<file path="src/fpc_pkg.sv">
package fpc_pkg;
    // Channel count and register widths
    localparam int NUM_CH = 3;
    localparam int REG_W = 8;
    localparam int DUTY_W = 8;
    // Register indices; the byte address of each is its index times four
    localparam logic [7:0] IDX_CH1_SETUP = 8'h5C;
    localparam logic [7:0] IDX_CH2_SETUP = 8'h5D;
    localparam logic [7:0] IDX_CH3_SETUP = 8'h5E;
    localparam logic [9:0] ADDR_CH1_SETUP = {IDX_CH1_SETUP, 2'b00};
    localparam logic [9:0] ADDR_CH2_SETUP = {IDX_CH2_SETUP, 2'b00};
    localparam logic [9:0] ADDR_CH3_SETUP = {IDX_CH3_SETUP, 2'b00};
    // Own registers: lock and per-channel manual duty, plus status
    localparam logic [9:0] ADDR_LOCK = 10'h200;
    localparam logic [9:0] ADDR_DUTY1 = 10'h204;
    localparam logic [9:0] ADDR_DUTY2 = 10'h208;
    localparam logic [9:0] ADDR_DUTY3 = 10'h20C;
    localparam logic [9:0] ADDR_STATUS = 10'h210;
    localparam int ADDR_W = 10;
    // Setup register fields
    localparam int SPIN_LO = 0;
    localparam int SPIN_HI = 2;
    localparam int UNUSED_BIT = 3;
    localparam int POL_BIT = 4;
    localparam int SRC_LO = 5;
    localparam int SRC_HI = 7;
    localparam logic [7:0] SETUP_RST = 8'h62;
    localparam logic [7:0] WR_MASK = 8'hF7;
    localparam logic [7:0] DUTY_RST = 8'h00;
    localparam logic [7:0] DUTY_FULL = 8'hFF;
    // Control source codes
    localparam logic [2:0] SRC_REMOTE1 = 3'h0;
    localparam logic [2:0] SRC_LOCAL = 3'h1;
    localparam logic [2:0] SRC_REMOTE2 = 3'h2;
    localparam logic [2:0] SRC_FULL = 3'h3;
    localparam logic [2:0] SRC_OFF = 3'h4;
    localparam logic [2:0] SRC_MAX_LR2 = 3'h5;
    localparam logic [2:0] SRC_MAX_ALL = 3'h6;
    localparam logic [2:0] SRC_MANUAL = 3'h7;
    // AXI responses
    localparam logic [1:0] RESP_OKAY = 2'h0;
    localparam logic [1:0] RESP_SLVERR = 2'h2;
endpackage : fpc_pkg

</file>
<file path="src/fpc_top.sv">
// How it works
// - Three 8-bit setup registers, reset 0x62
// - Polarity bit 4 inverts PWM output
// - Codes 000/001/010 pick one temperature source
// - Code 011 runs channel full speed
// - Code 100 disables the channel
// - Code 101 takes faster of local, remote2
// - Code 110 takes fastest of all three
// - Code 111 uses software manual duty
// - Lock bit makes setup registers read-only
`timescale 1ns/100ps
module fpc_top #(
    parameter int NUM_CH = fpc_pkg::NUM_CH,
    parameter int DUTY_W = fpc_pkg::DUTY_W
) (
    input wire logic aclk,
    input wire logic aresetn,
    input wire logic [9:0] s_axi_awaddr,
    input wire logic [2:0] s_axi_awprot,
    input wire logic s_axi_awvalid,
    output logic s_axi_awready,
    input wire logic [31:0] s_axi_wdata,
    input wire logic [3:0] s_axi_wstrb,
    input wire logic s_axi_wvalid,
    output logic s_axi_wready,
    output logic [1:0] s_axi_bresp,
    output logic s_axi_bvalid,
    input wire logic s_axi_bready,
    input wire logic [9:0] s_axi_araddr,
    input wire logic [2:0] s_axi_arprot,
    input wire logic s_axi_arvalid,
    output logic s_axi_arready,
    output logic [31:0] s_axi_rdata,
    output logic [1:0] s_axi_rresp,
    output logic s_axi_rvalid,
    input wire logic s_axi_rready,
    input wire logic [DUTY_W-1:0] speed_remote1,
    input wire logic [DUTY_W-1:0] speed_local,
    input wire logic [DUTY_W-1:0] speed_remote2,
    output logic [NUM_CH-1:0] pwm_out
);

    ////////////////////////////////////////////////////////////////////////////////
    // Write channel capture

    logic aw_held_r;
    logic [9:0] aw_addr_r;
    logic w_held_r;
    logic [31:0] w_data_r;
    logic [3:0] w_strb_r;
    logic aw_take;
    logic w_take;
    logic wr_go;
    logic [9:0] wr_addr;
    logic [31:0] wr_data;
    logic [3:0] wr_strb;
    logic aw_held_nxt;
    logic w_held_nxt;
    logic bvalid_nxt;

    // Each channel accepted once, then held until the response is given
    assign aw_take = s_axi_awvalid && s_axi_awready;
    assign w_take = s_axi_wvalid && s_axi_wready;
    assign wr_go = (aw_held_r || aw_take) && (w_held_r || w_take);
    assign wr_addr = aw_held_r ? aw_addr_r : s_axi_awaddr;
    assign wr_data = w_held_r ? w_data_r : s_axi_wdata;
    assign wr_strb = w_held_r ? w_strb_r : s_axi_wstrb;
    assign aw_held_nxt = (aw_held_r || aw_take) && !wr_go;
    assign w_held_nxt = (w_held_r || w_take) && !wr_go;
    assign bvalid_nxt = wr_go || (s_axi_bvalid && !s_axi_bready);

    // Ready flags come from flops, built from the next holding and response state
    always_ff @(posedge aclk) begin
        if (!aresetn) begin
            s_axi_awready <= 1'b1;
            s_axi_wready <= 1'b1;
        end else begin
            s_axi_awready <= !aw_held_nxt && !bvalid_nxt;
            s_axi_wready <= !w_held_nxt && !bvalid_nxt;
        end
    end

    // Address and data holding flops
    always_ff @(posedge aclk) begin
        if (!aresetn) begin
            aw_held_r <= 1'b0;
            w_held_r <= 1'b0;
            aw_addr_r <= '0;
            w_data_r <= '0;
            w_strb_r <= '0;
        end else begin
            aw_held_r <= aw_held_nxt;
            w_held_r <= w_held_nxt;
            if (aw_take) aw_addr_r <= s_axi_awaddr;
            if (w_take) w_data_r <= s_axi_wdata;
            if (w_take) w_strb_r <= s_axi_wstrb;
        end
    end

    ////////////////////////////////////////////////////////////////////////////////
    // Register decode

    logic lock_r;
    logic [fpc_pkg::REG_W-1:0] setup_r [NUM_CH];
    logic [DUTY_W-1:0] duty_man_r [NUM_CH];
    logic [NUM_CH-1:0] hit_setup;
    logic [NUM_CH-1:0] hit_duty;
    logic hit_lock;
    logic hit_status;
    logic wr_known;
    logic [9:0] setup_addr [NUM_CH];
    logic [9:0] duty_addr [NUM_CH];

    assign setup_addr[0] = fpc_pkg::ADDR_CH1_SETUP;
    assign setup_addr[1] = fpc_pkg::ADDR_CH2_SETUP;
    assign setup_addr[2] = fpc_pkg::ADDR_CH3_SETUP;
    assign duty_addr[0] = fpc_pkg::ADDR_DUTY1;
    assign duty_addr[1] = fpc_pkg::ADDR_DUTY2;
    assign duty_addr[2] = fpc_pkg::ADDR_DUTY3;
    assign hit_lock = wr_addr[9:2] == fpc_pkg::ADDR_LOCK[9:2];
    assign hit_status = wr_addr[9:2] == fpc_pkg::ADDR_STATUS[9:2];
    assign wr_known = (|hit_setup) || (|hit_duty) || hit_lock || hit_status;

    ////////////////////////////////////////////////////////////////////////////////
    // Per-channel registers and PWM

    logic [DUTY_W-1:0] ch_duty [NUM_CH];
    logic [NUM_CH-1:0] ch_active;
    logic [NUM_CH-1:0] ch_on;
    logic [NUM_CH-1:0] pwm_raw;

    genvar g;
    generate
        for (g = 0; g < NUM_CH; g++) begin : g_ch
            logic setup_we;
            logic [fpc_pkg::REG_W-1:0] setup_nxt;

            assign hit_setup[g] = wr_addr[9:2] == setup_addr[g][9:2];
            assign hit_duty[g] = wr_addr[9:2] == duty_addr[g][9:2];
            // Locked writes are dropped silently
            assign setup_we = wr_go && hit_setup[g] && wr_strb[0] && !lock_r;
            // Unused bit keeps its stored value whatever is written
            assign setup_nxt = (wr_data[7:0] & fpc_pkg::WR_MASK)
                | (setup_r[g] & ~fpc_pkg::WR_MASK);

            // Setup and manual duty storage
            always_ff @(posedge aclk) begin
                if (!aresetn) begin
                    setup_r[g] <= fpc_pkg::SETUP_RST;
                    duty_man_r[g] <= fpc_pkg::DUTY_RST;
                end else begin
                    if (setup_we) setup_r[g] <= setup_nxt;
                    if (wr_go && hit_duty[g] && wr_strb[0]) duty_man_r[g] <= wr_data[7:0];
                end
            end

            fpc_duty_sel u_sel (
                .control_source_select(setup_r[g][fpc_pkg::SRC_HI:fpc_pkg::SRC_LO]),
                .speed_remote1(speed_remote1),
                .speed_local(speed_local),
                .speed_remote2(speed_remote2),
                .manual_duty(duty_man_r[g]),
                .duty(ch_duty[g]),
                .active(ch_active[g])
            );

            fpc_pwm_gen #(
                .DUTY_W(DUTY_W)
            ) u_pwm (
                .aclk(aclk),
                .aresetn(aresetn),
                .duty(ch_duty[g]),
                .active(ch_active[g]),
                .output_polarity_flip(setup_r[g][fpc_pkg::POL_BIT]),
                .pwm_out(pwm_raw[g])
            );

            assign ch_on[g] = ch_active[g];
        end
    endgenerate

    // Outputs already registered inside each generator
    assign pwm_out = pwm_raw;

    ////////////////////////////////////////////////////////////////////////////////
    // Lock register: set-only until reset

    always_ff @(posedge aclk) begin
        if (!aresetn) begin
            lock_r <= 1'b0;
        end else if (wr_go && hit_lock && wr_strb[0] && wr_data[0]) begin
            lock_r <= 1'b1;
        end
    end

    ////////////////////////////////////////////////////////////////////////////////
    // Write response

    always_ff @(posedge aclk) begin
        if (!aresetn) begin
            s_axi_bvalid <= 1'b0;
            s_axi_bresp <= fpc_pkg::RESP_OKAY;
        end else if (wr_go) begin
            s_axi_bvalid <= 1'b1;
            s_axi_bresp <= wr_known ? fpc_pkg::RESP_OKAY : fpc_pkg::RESP_SLVERR;
        end else if (s_axi_bready) begin
            s_axi_bvalid <= 1'b0;
        end
    end

    ////////////////////////////////////////////////////////////////////////////////
    // Read path

    logic ar_take;
    logic [31:0] rd_val;
    logic rd_known;
    logic [7:0] rd_word;
    logic rvalid_nxt;

    assign ar_take = s_axi_arvalid && s_axi_arready;
    assign rd_word = s_axi_araddr[9:2];
    assign rvalid_nxt = ar_take || (s_axi_rvalid && !s_axi_rready);

    // Address ready registered: open whenever no read answer will be pending
    always_ff @(posedge aclk) begin
        if (!aresetn) begin
            s_axi_arready <= 1'b1;
        end else begin
            s_axi_arready <= !rvalid_nxt;
        end
    end

    // Read mux
    always_comb begin
        rd_val = '0;
        rd_known = 1'b1;
        if (rd_word == fpc_pkg::ADDR_CH1_SETUP[9:2]) rd_val[7:0] = setup_r[0];
        else if (rd_word == fpc_pkg::ADDR_CH2_SETUP[9:2]) rd_val[7:0] = setup_r[1];
        else if (rd_word == fpc_pkg::ADDR_CH3_SETUP[9:2]) rd_val[7:0] = setup_r[2];
        else if (rd_word == fpc_pkg::ADDR_DUTY1[9:2]) rd_val[7:0] = duty_man_r[0];
        else if (rd_word == fpc_pkg::ADDR_DUTY2[9:2]) rd_val[7:0] = duty_man_r[1];
        else if (rd_word == fpc_pkg::ADDR_DUTY3[9:2]) rd_val[7:0] = duty_man_r[2];
        else if (rd_word == fpc_pkg::ADDR_LOCK[9:2]) rd_val[0] = lock_r;
        else if (rd_word == fpc_pkg::ADDR_STATUS[9:2]) rd_val[NUM_CH-1:0] = ch_on;
        else rd_known = 1'b0;
    end

    // Read data register
    always_ff @(posedge aclk) begin
        if (!aresetn) begin
            s_axi_rvalid <= 1'b0;
            s_axi_rdata <= '0;
            s_axi_rresp <= fpc_pkg::RESP_OKAY;
        end else if (ar_take) begin
            s_axi_rvalid <= 1'b1;
            s_axi_rdata <= rd_val;
            s_axi_rresp <= rd_known ? fpc_pkg::RESP_OKAY : fpc_pkg::RESP_SLVERR;
        end else if (s_axi_rready) begin
            s_axi_rvalid <= 1'b0;
        end
    end
endmodule : fpc_top

</file>
<file path="src/fpc_duty_sel.sv">
`timescale 1ns/100ps
// Picks the duty cycle a channel should run at from its source code
module fpc_duty_sel (
    input wire logic [2:0] control_source_select,
    input wire logic [7:0] speed_remote1,
    input wire logic [7:0] speed_local,
    input wire logic [7:0] speed_remote2,
    input wire logic [7:0] manual_duty,
    output logic [7:0] duty,
    output logic active
);
    logic [7:0] max_lr2;
    logic [7:0] max_all;

    // Fastest-of helpers
    assign max_lr2 = (speed_local > speed_remote2) ? speed_local : speed_remote2;
    assign max_all = (max_lr2 > speed_remote1) ? max_lr2 : speed_remote1;

    // Source selection
    always_comb begin
        active = 1'b1;
        case (control_source_select)
            fpc_pkg::SRC_REMOTE1: duty = speed_remote1;
            fpc_pkg::SRC_LOCAL: duty = speed_local;
            fpc_pkg::SRC_REMOTE2: duty = speed_remote2;
            fpc_pkg::SRC_FULL: duty = fpc_pkg::DUTY_FULL;
            fpc_pkg::SRC_OFF: begin
                duty = fpc_pkg::DUTY_RST;
                active = 1'b0;
            end
            fpc_pkg::SRC_MAX_LR2: duty = max_lr2;
            fpc_pkg::SRC_MAX_ALL: duty = max_all;
            fpc_pkg::SRC_MANUAL: duty = manual_duty;
            default: duty = fpc_pkg::DUTY_FULL;
        endcase
    end
endmodule : fpc_duty_sel

</file>
<file path="src/fpc_pwm_gen.sv">
`timescale 1ns/100ps
// Free-running PWM counter with polarity control; output registered
module fpc_pwm_gen #(
    parameter int DUTY_W = 8
) (
    input wire logic aclk,
    input wire logic aresetn,
    input wire logic [DUTY_W-1:0] duty,
    input wire logic active,
    input wire logic output_polarity_flip,
    output logic pwm_out
);
    logic [DUTY_W-1:0] cnt_r;
    logic raw_on;
    logic pwm_nxt;

    // High while counter below duty; all-ones duty means always on
    assign raw_on = active && ((duty == {DUTY_W{1'b1}}) || (cnt_r < duty));
    assign pwm_nxt = raw_on ^ output_polarity_flip;

    // Counter and output flop
    always_ff @(posedge aclk) begin
        if (!aresetn) begin
            cnt_r <= '0;
            pwm_out <= 1'b0;
        end else begin
            cnt_r <= cnt_r + 1'b1;
            pwm_out <= pwm_nxt;
        end
    end
endmodule : fpc_pwm_gen

</file>
<file path="config.mk">
export PLATFORM = sky130hd
export DESIGN_NAME = fpc_top
export DESIGN_NICKNAME = d
export VERILOG_FILES = /design/src/fpc_pkg.sv /design/src/fpc_top.sv /design/src/fpc_duty_sel.sv /design/src/fpc_pwm_gen.sv
export SDC_FILE = /design/constraint.sdc
export NUM_CORES = 1
export LEC_CHECK = 0
export BUFFER_PORTS_ARGS = -buffer_cell sky130_fd_sc_hd__buf_2
export CAP_MARGIN = 20
export CORE_ASPECT_RATIO = 0.5
export CORE_UTILIZATION = 58
export CTS_CLUSTER_DIAMETER = 100
export CTS_CLUSTER_SIZE = 10
export DETAILED_ROUTE_END_ITERATION = 10
export MAX_ROUTING_LAYER = met4
export PLACE_DENSITY_LB_ADDON = 0.05
export SLEW_MARGIN = 15
export SYNTH_ARGS = -nofsm -noshare
export SYNTH_HDL_FRONTEND = slang
export SYNTH_SLANG_ARGS = --single-unit
export TNS_END_PERCENT = 10
</file>
<file path="constraint.sdc">
create_clock -name aclk -period 7 [get_ports aclk]
set_input_delay 1.4 -clock aclk [delete_from_list [all_inputs] [get_ports aclk]]
set_output_delay 1.4 -clock aclk [all_outputs]
set_load 0.1 [all_outputs]
</file>
==> metrics.cfg <==
[run_status]
run_status = finished, violations left
violations_in_the_final_reports = design-rule violations

[logic_synthesis]
post_synth.cell_area_avg_um2 = 8.14
ys_async_sr_fraction_pct = 0
dominant_combinational_cell_family_by_area_after_synthesis = simple AND/OR/NAND/NOR gates
netlist_instances = 956
synthesis.area_um2 = 7790
synth_fa_ha_area_share_pct = 6.43
postSynthRegisterBits = 107
yosysTopAreaCellShare_pct = 17.4
synthXorXnorAreaFrac_pct = 2.02
ys_warn_count = 0
synth_top_cell_by_area = edfxtp_1
post_synth_and_or_nand_nor_area_fraction_pct = 25.8
synth_most_common_cell = a21oi_1
synth_commonest_cells = 111 x a21oi_1, 106 x nor2_1, 69 x nand2_1
synth-compound-area-share_pct = 22.1
ys_dominant_reg_cell = dfxtp_1
number_of_synthesized_flops_with_an_enable_pin = 45
seq_area_frac_synth_pct = 33.3
synth.mux.area_fraction_pct = 2.86
synth.area.top_cells = edfxtp_1 17%, dfxtp_1 16%, a21oi_1 7.1%, ha_1 6.4%, nor2_1 5.1%
ys_types = 64

[worst_setup_path]
critical_path.most_common_cell = ha_1
path_max_fanout = 16
crit_slowest_cell = a311oi_1
critPathRequiredTime_ns = 7.24
worst_path_largest_cell_delay_ns = 0.57
end_kind = flip-flop
worst_r2r_path_depth = 9
worst_r2r_startpoint = setup_r[0][7]
data_arrival_critical_path_ns = 6.41
regToRegSetupSlack_ns = 3.16
reg2reg_to = g_ch[0].u_pwm.pwm_out
timing.setup.critical_path_class = in -> reg
cp-start-kind = input pin
crit_path_cell_trace = buf_2, inv_1, ha_1, and4_1, nand2_4, nand2_1, nand3_1, nand2_1, ha_1, a21oi_1, o21ai_0, o21ba_4, or2_2, a311oi_1, ha_1, a21o_1, a21o_1, a211oi_1, a221o_1, nand4_1

[detailed_routing]
drt_drc_violations_left = 6
wirelength_um = 22300
antenna_violating_nets_post_route = 0
detailroute.via_count = 7386
top_signal_layer_used = met4
wl_met3_um = 2030
routed_len_inst_um = 19.2
drt-pass1-iter-count = 9
post_drt_via_cell_ratio = 6.35
routedLengthMet1_um = 10300
detail_route.iter0.violations = 706
dr_wl_met2_um = 9530

[clock_network]
post_cts_hold_buffer_count = 0
cts-resized-gates = 0
cts_clk_pin_slew_worst_paths_ns = 0.08
max_clock_buf_depth = 2
postcts_setup_bufs = 0
tritoncts_num_sinks = 107
cts_made_buffers = 9
cts_root_buffer = clkbuf_16
clock_insertion_delay_worst_skew_ns = 0.36
cts_tree = built
htree_num_levels = 3

[sta]
final-hold-violation-count = 0
finClkSkew_ns = 0.0120
maxSlewHeadroom_pct = 27.7
max_clock_freq_mhz = 162
totalNegativeSetupSlack_ns = 0
rsz0062_at_grt = no
final_setup_slack_of_the_worst_path_ns = 0.828
setup_violations = 0
final_max_slew_viol_count = 0
layout_worst_path_cycle_share_pct = 88.2
hold_ws_ns = 0.456
period_minus_slack_ns = 6.17
measured_slew_at_the_worst_slew_check_pin_ns = 1.07

[placed_design]
dpl.hpwl_um = 16700
dp_cells = 1148
dpl_worst_slack_ns = 0.608
globalplace.congestion = 1.06
io_buffers = 73

[pwr]
p_leak_nw = 3.39
vdd_ir_drop_max_mv = 0.206
power_per_unit_of_standard_cell_area_nw_per_um2 = 195

[final_layout]
multiInputGateArea_um2 = 4710
fraction_of_final_layout_cells_with_drive_strength_greater_than_1_pct = 15.6
regArea_um2 = 2590
finalNetCount = 1122
final.fill_count = 1137
finalNonFillerCells = 1164
num_antenna_cells = 0
area.growth.synth_to_final_pct = 7.23

[die]
die_outline_area_um2 = 13900
vertical_die_dimension_um = 83.9
i_o_pins = 137
initial_core_util_pct = 60.4
die_w_um = 166
area_of_the_placeable_core_um2 = 12900
placement_rows = 29

[global_routing]
first_global_vias = 6569
globalRoute.totalOverflow = 0
grtUsageTotal_pct = 33.1
grt_max_degree = 35
antenna_violations_before_repair = 0
grt_pass1_wl_um = 35200

[hold_path]
worst_hold_path_type = reg -> reg
worst_hold_path.endpoint = w_data_r[3]
worst_hold_path.num_cells = 2
worstHoldStart = w_data_r[3]

[flow_run]
max-cap-violations = 0

[critical path: cells and delay by family]
kind / cells / cell delay [ns]
AO/OA/AOI/OAI: 8 / 2.10
buffers and inverters: 2 / 0.24
AND/OR/NAND/NOR: 7 / 1.72
adder cells (fa/ha/maj): 3 / 0.95
[sequential cells by signal, summed over array words and instances, names as in the netlist, 3 cells and up]
register,count
aw_addr_r,8
duty_man_r,24
g_ch.u_pwm.pwm_out,3
s_axi_rdata,8
setup_r,21
w_data_r,8
g_ch.u_pwm.cnt_r,24
[logic make-up (layout without fill, tap and decap cells)]
logic type / count (synthesis) / in the layout
fa+ha+maj: 40 / 40
flops: 107 / 107
mux: 20 / 20
compound gates: 255 / 255
other cells: 1 / 26
xor+xnor: 18 / 18
buf+inv: 115 / 128
simple gates: 400 / 400
[cell type report]
type	instances	share of cell area, %
sequential	107	31.1
clock buffer	9	2.70
timing repair buffer	79	4.92
clock inverter	7	0.929
multi-input combinational	759	56.4
tap	170	2.55
inverter	33	1.48
[routing by layer]
| layer | GRT usage (%) | vias to the layer above |
|---|---|---|
| li1 | - | 3529 |
| met1 | 45.6 | 3431 |
| met2 | 49.4 | 380 |
| met3 | 7.02 | 46 |
| met4 | 8.41 | 0 |
| met5 | - | - |
[metrics by stage]
stage | power, mW | area [um^2] | utilization [%]
after global placement | 1.09 | 8050 | 62.5
after global routing | 1.69 | 8350 | 64.8
after floorplan | 1.03 | 7880 | -
after detailed placement | 1.10 | 8050 | 62.5
final | 1.63 | 8350 | 64.8
after CTS | 1.62 | 8350 | 64.8
[report_power, final]
part | leakage, nW | internal (mW) | switching [mW]
combinational | 2.30 | 0.108 | 0.286
clock | 0.150 | 0.257 | 0.276
sequential | 0.941 | 0.674 | 0.0258
[layout by cell type, fill, tap and decap left out, drive strengths merged, types with 8 or more instances in the layout]
master / instances
xor2: 12
conb: 26
nor4: 10
a311oi: 25
and3: 18
nand2b: 33
ha: 40
o221a: 24
o22ai: 30
and2: 30
edfxtp: 45
clkbuf: 9
nor2: 106
a21o: 8
nand3: 58
mux2i: 11
mux2: 8
a22oi: 11
nand2: 71
dfxtp: 62
o21ai: 17
buf: 79
nor3: 41
or2: 12
inv: 38
a21oi: 112
[worst max-delay path by stage]
| stage | from | endpoint | depth (start not counted) |
|---|---|---|---|
| final | speed_remote2[7] | g_ch[1].u_pwm.pwm_out | 20 |
| after global routing | speed_remote2[7] | g_ch[1].u_pwm.pwm_out | 20 |
| after CTS | speed_remote2[7] | g_ch[1].u_pwm.pwm_out | 20 |
| after detailed placement | speed_remote2[7] | g_ch[1].u_pwm.pwm_out | 20 |
| after global placement | speed_remote2[7] | g_ch[1].u_pwm.pwm_out | 20 |
| after floorplan | speed_remote2[7] | g_ch[1].u_pwm.pwm_out | 21 |
Power figures use the tool's default switching activity.
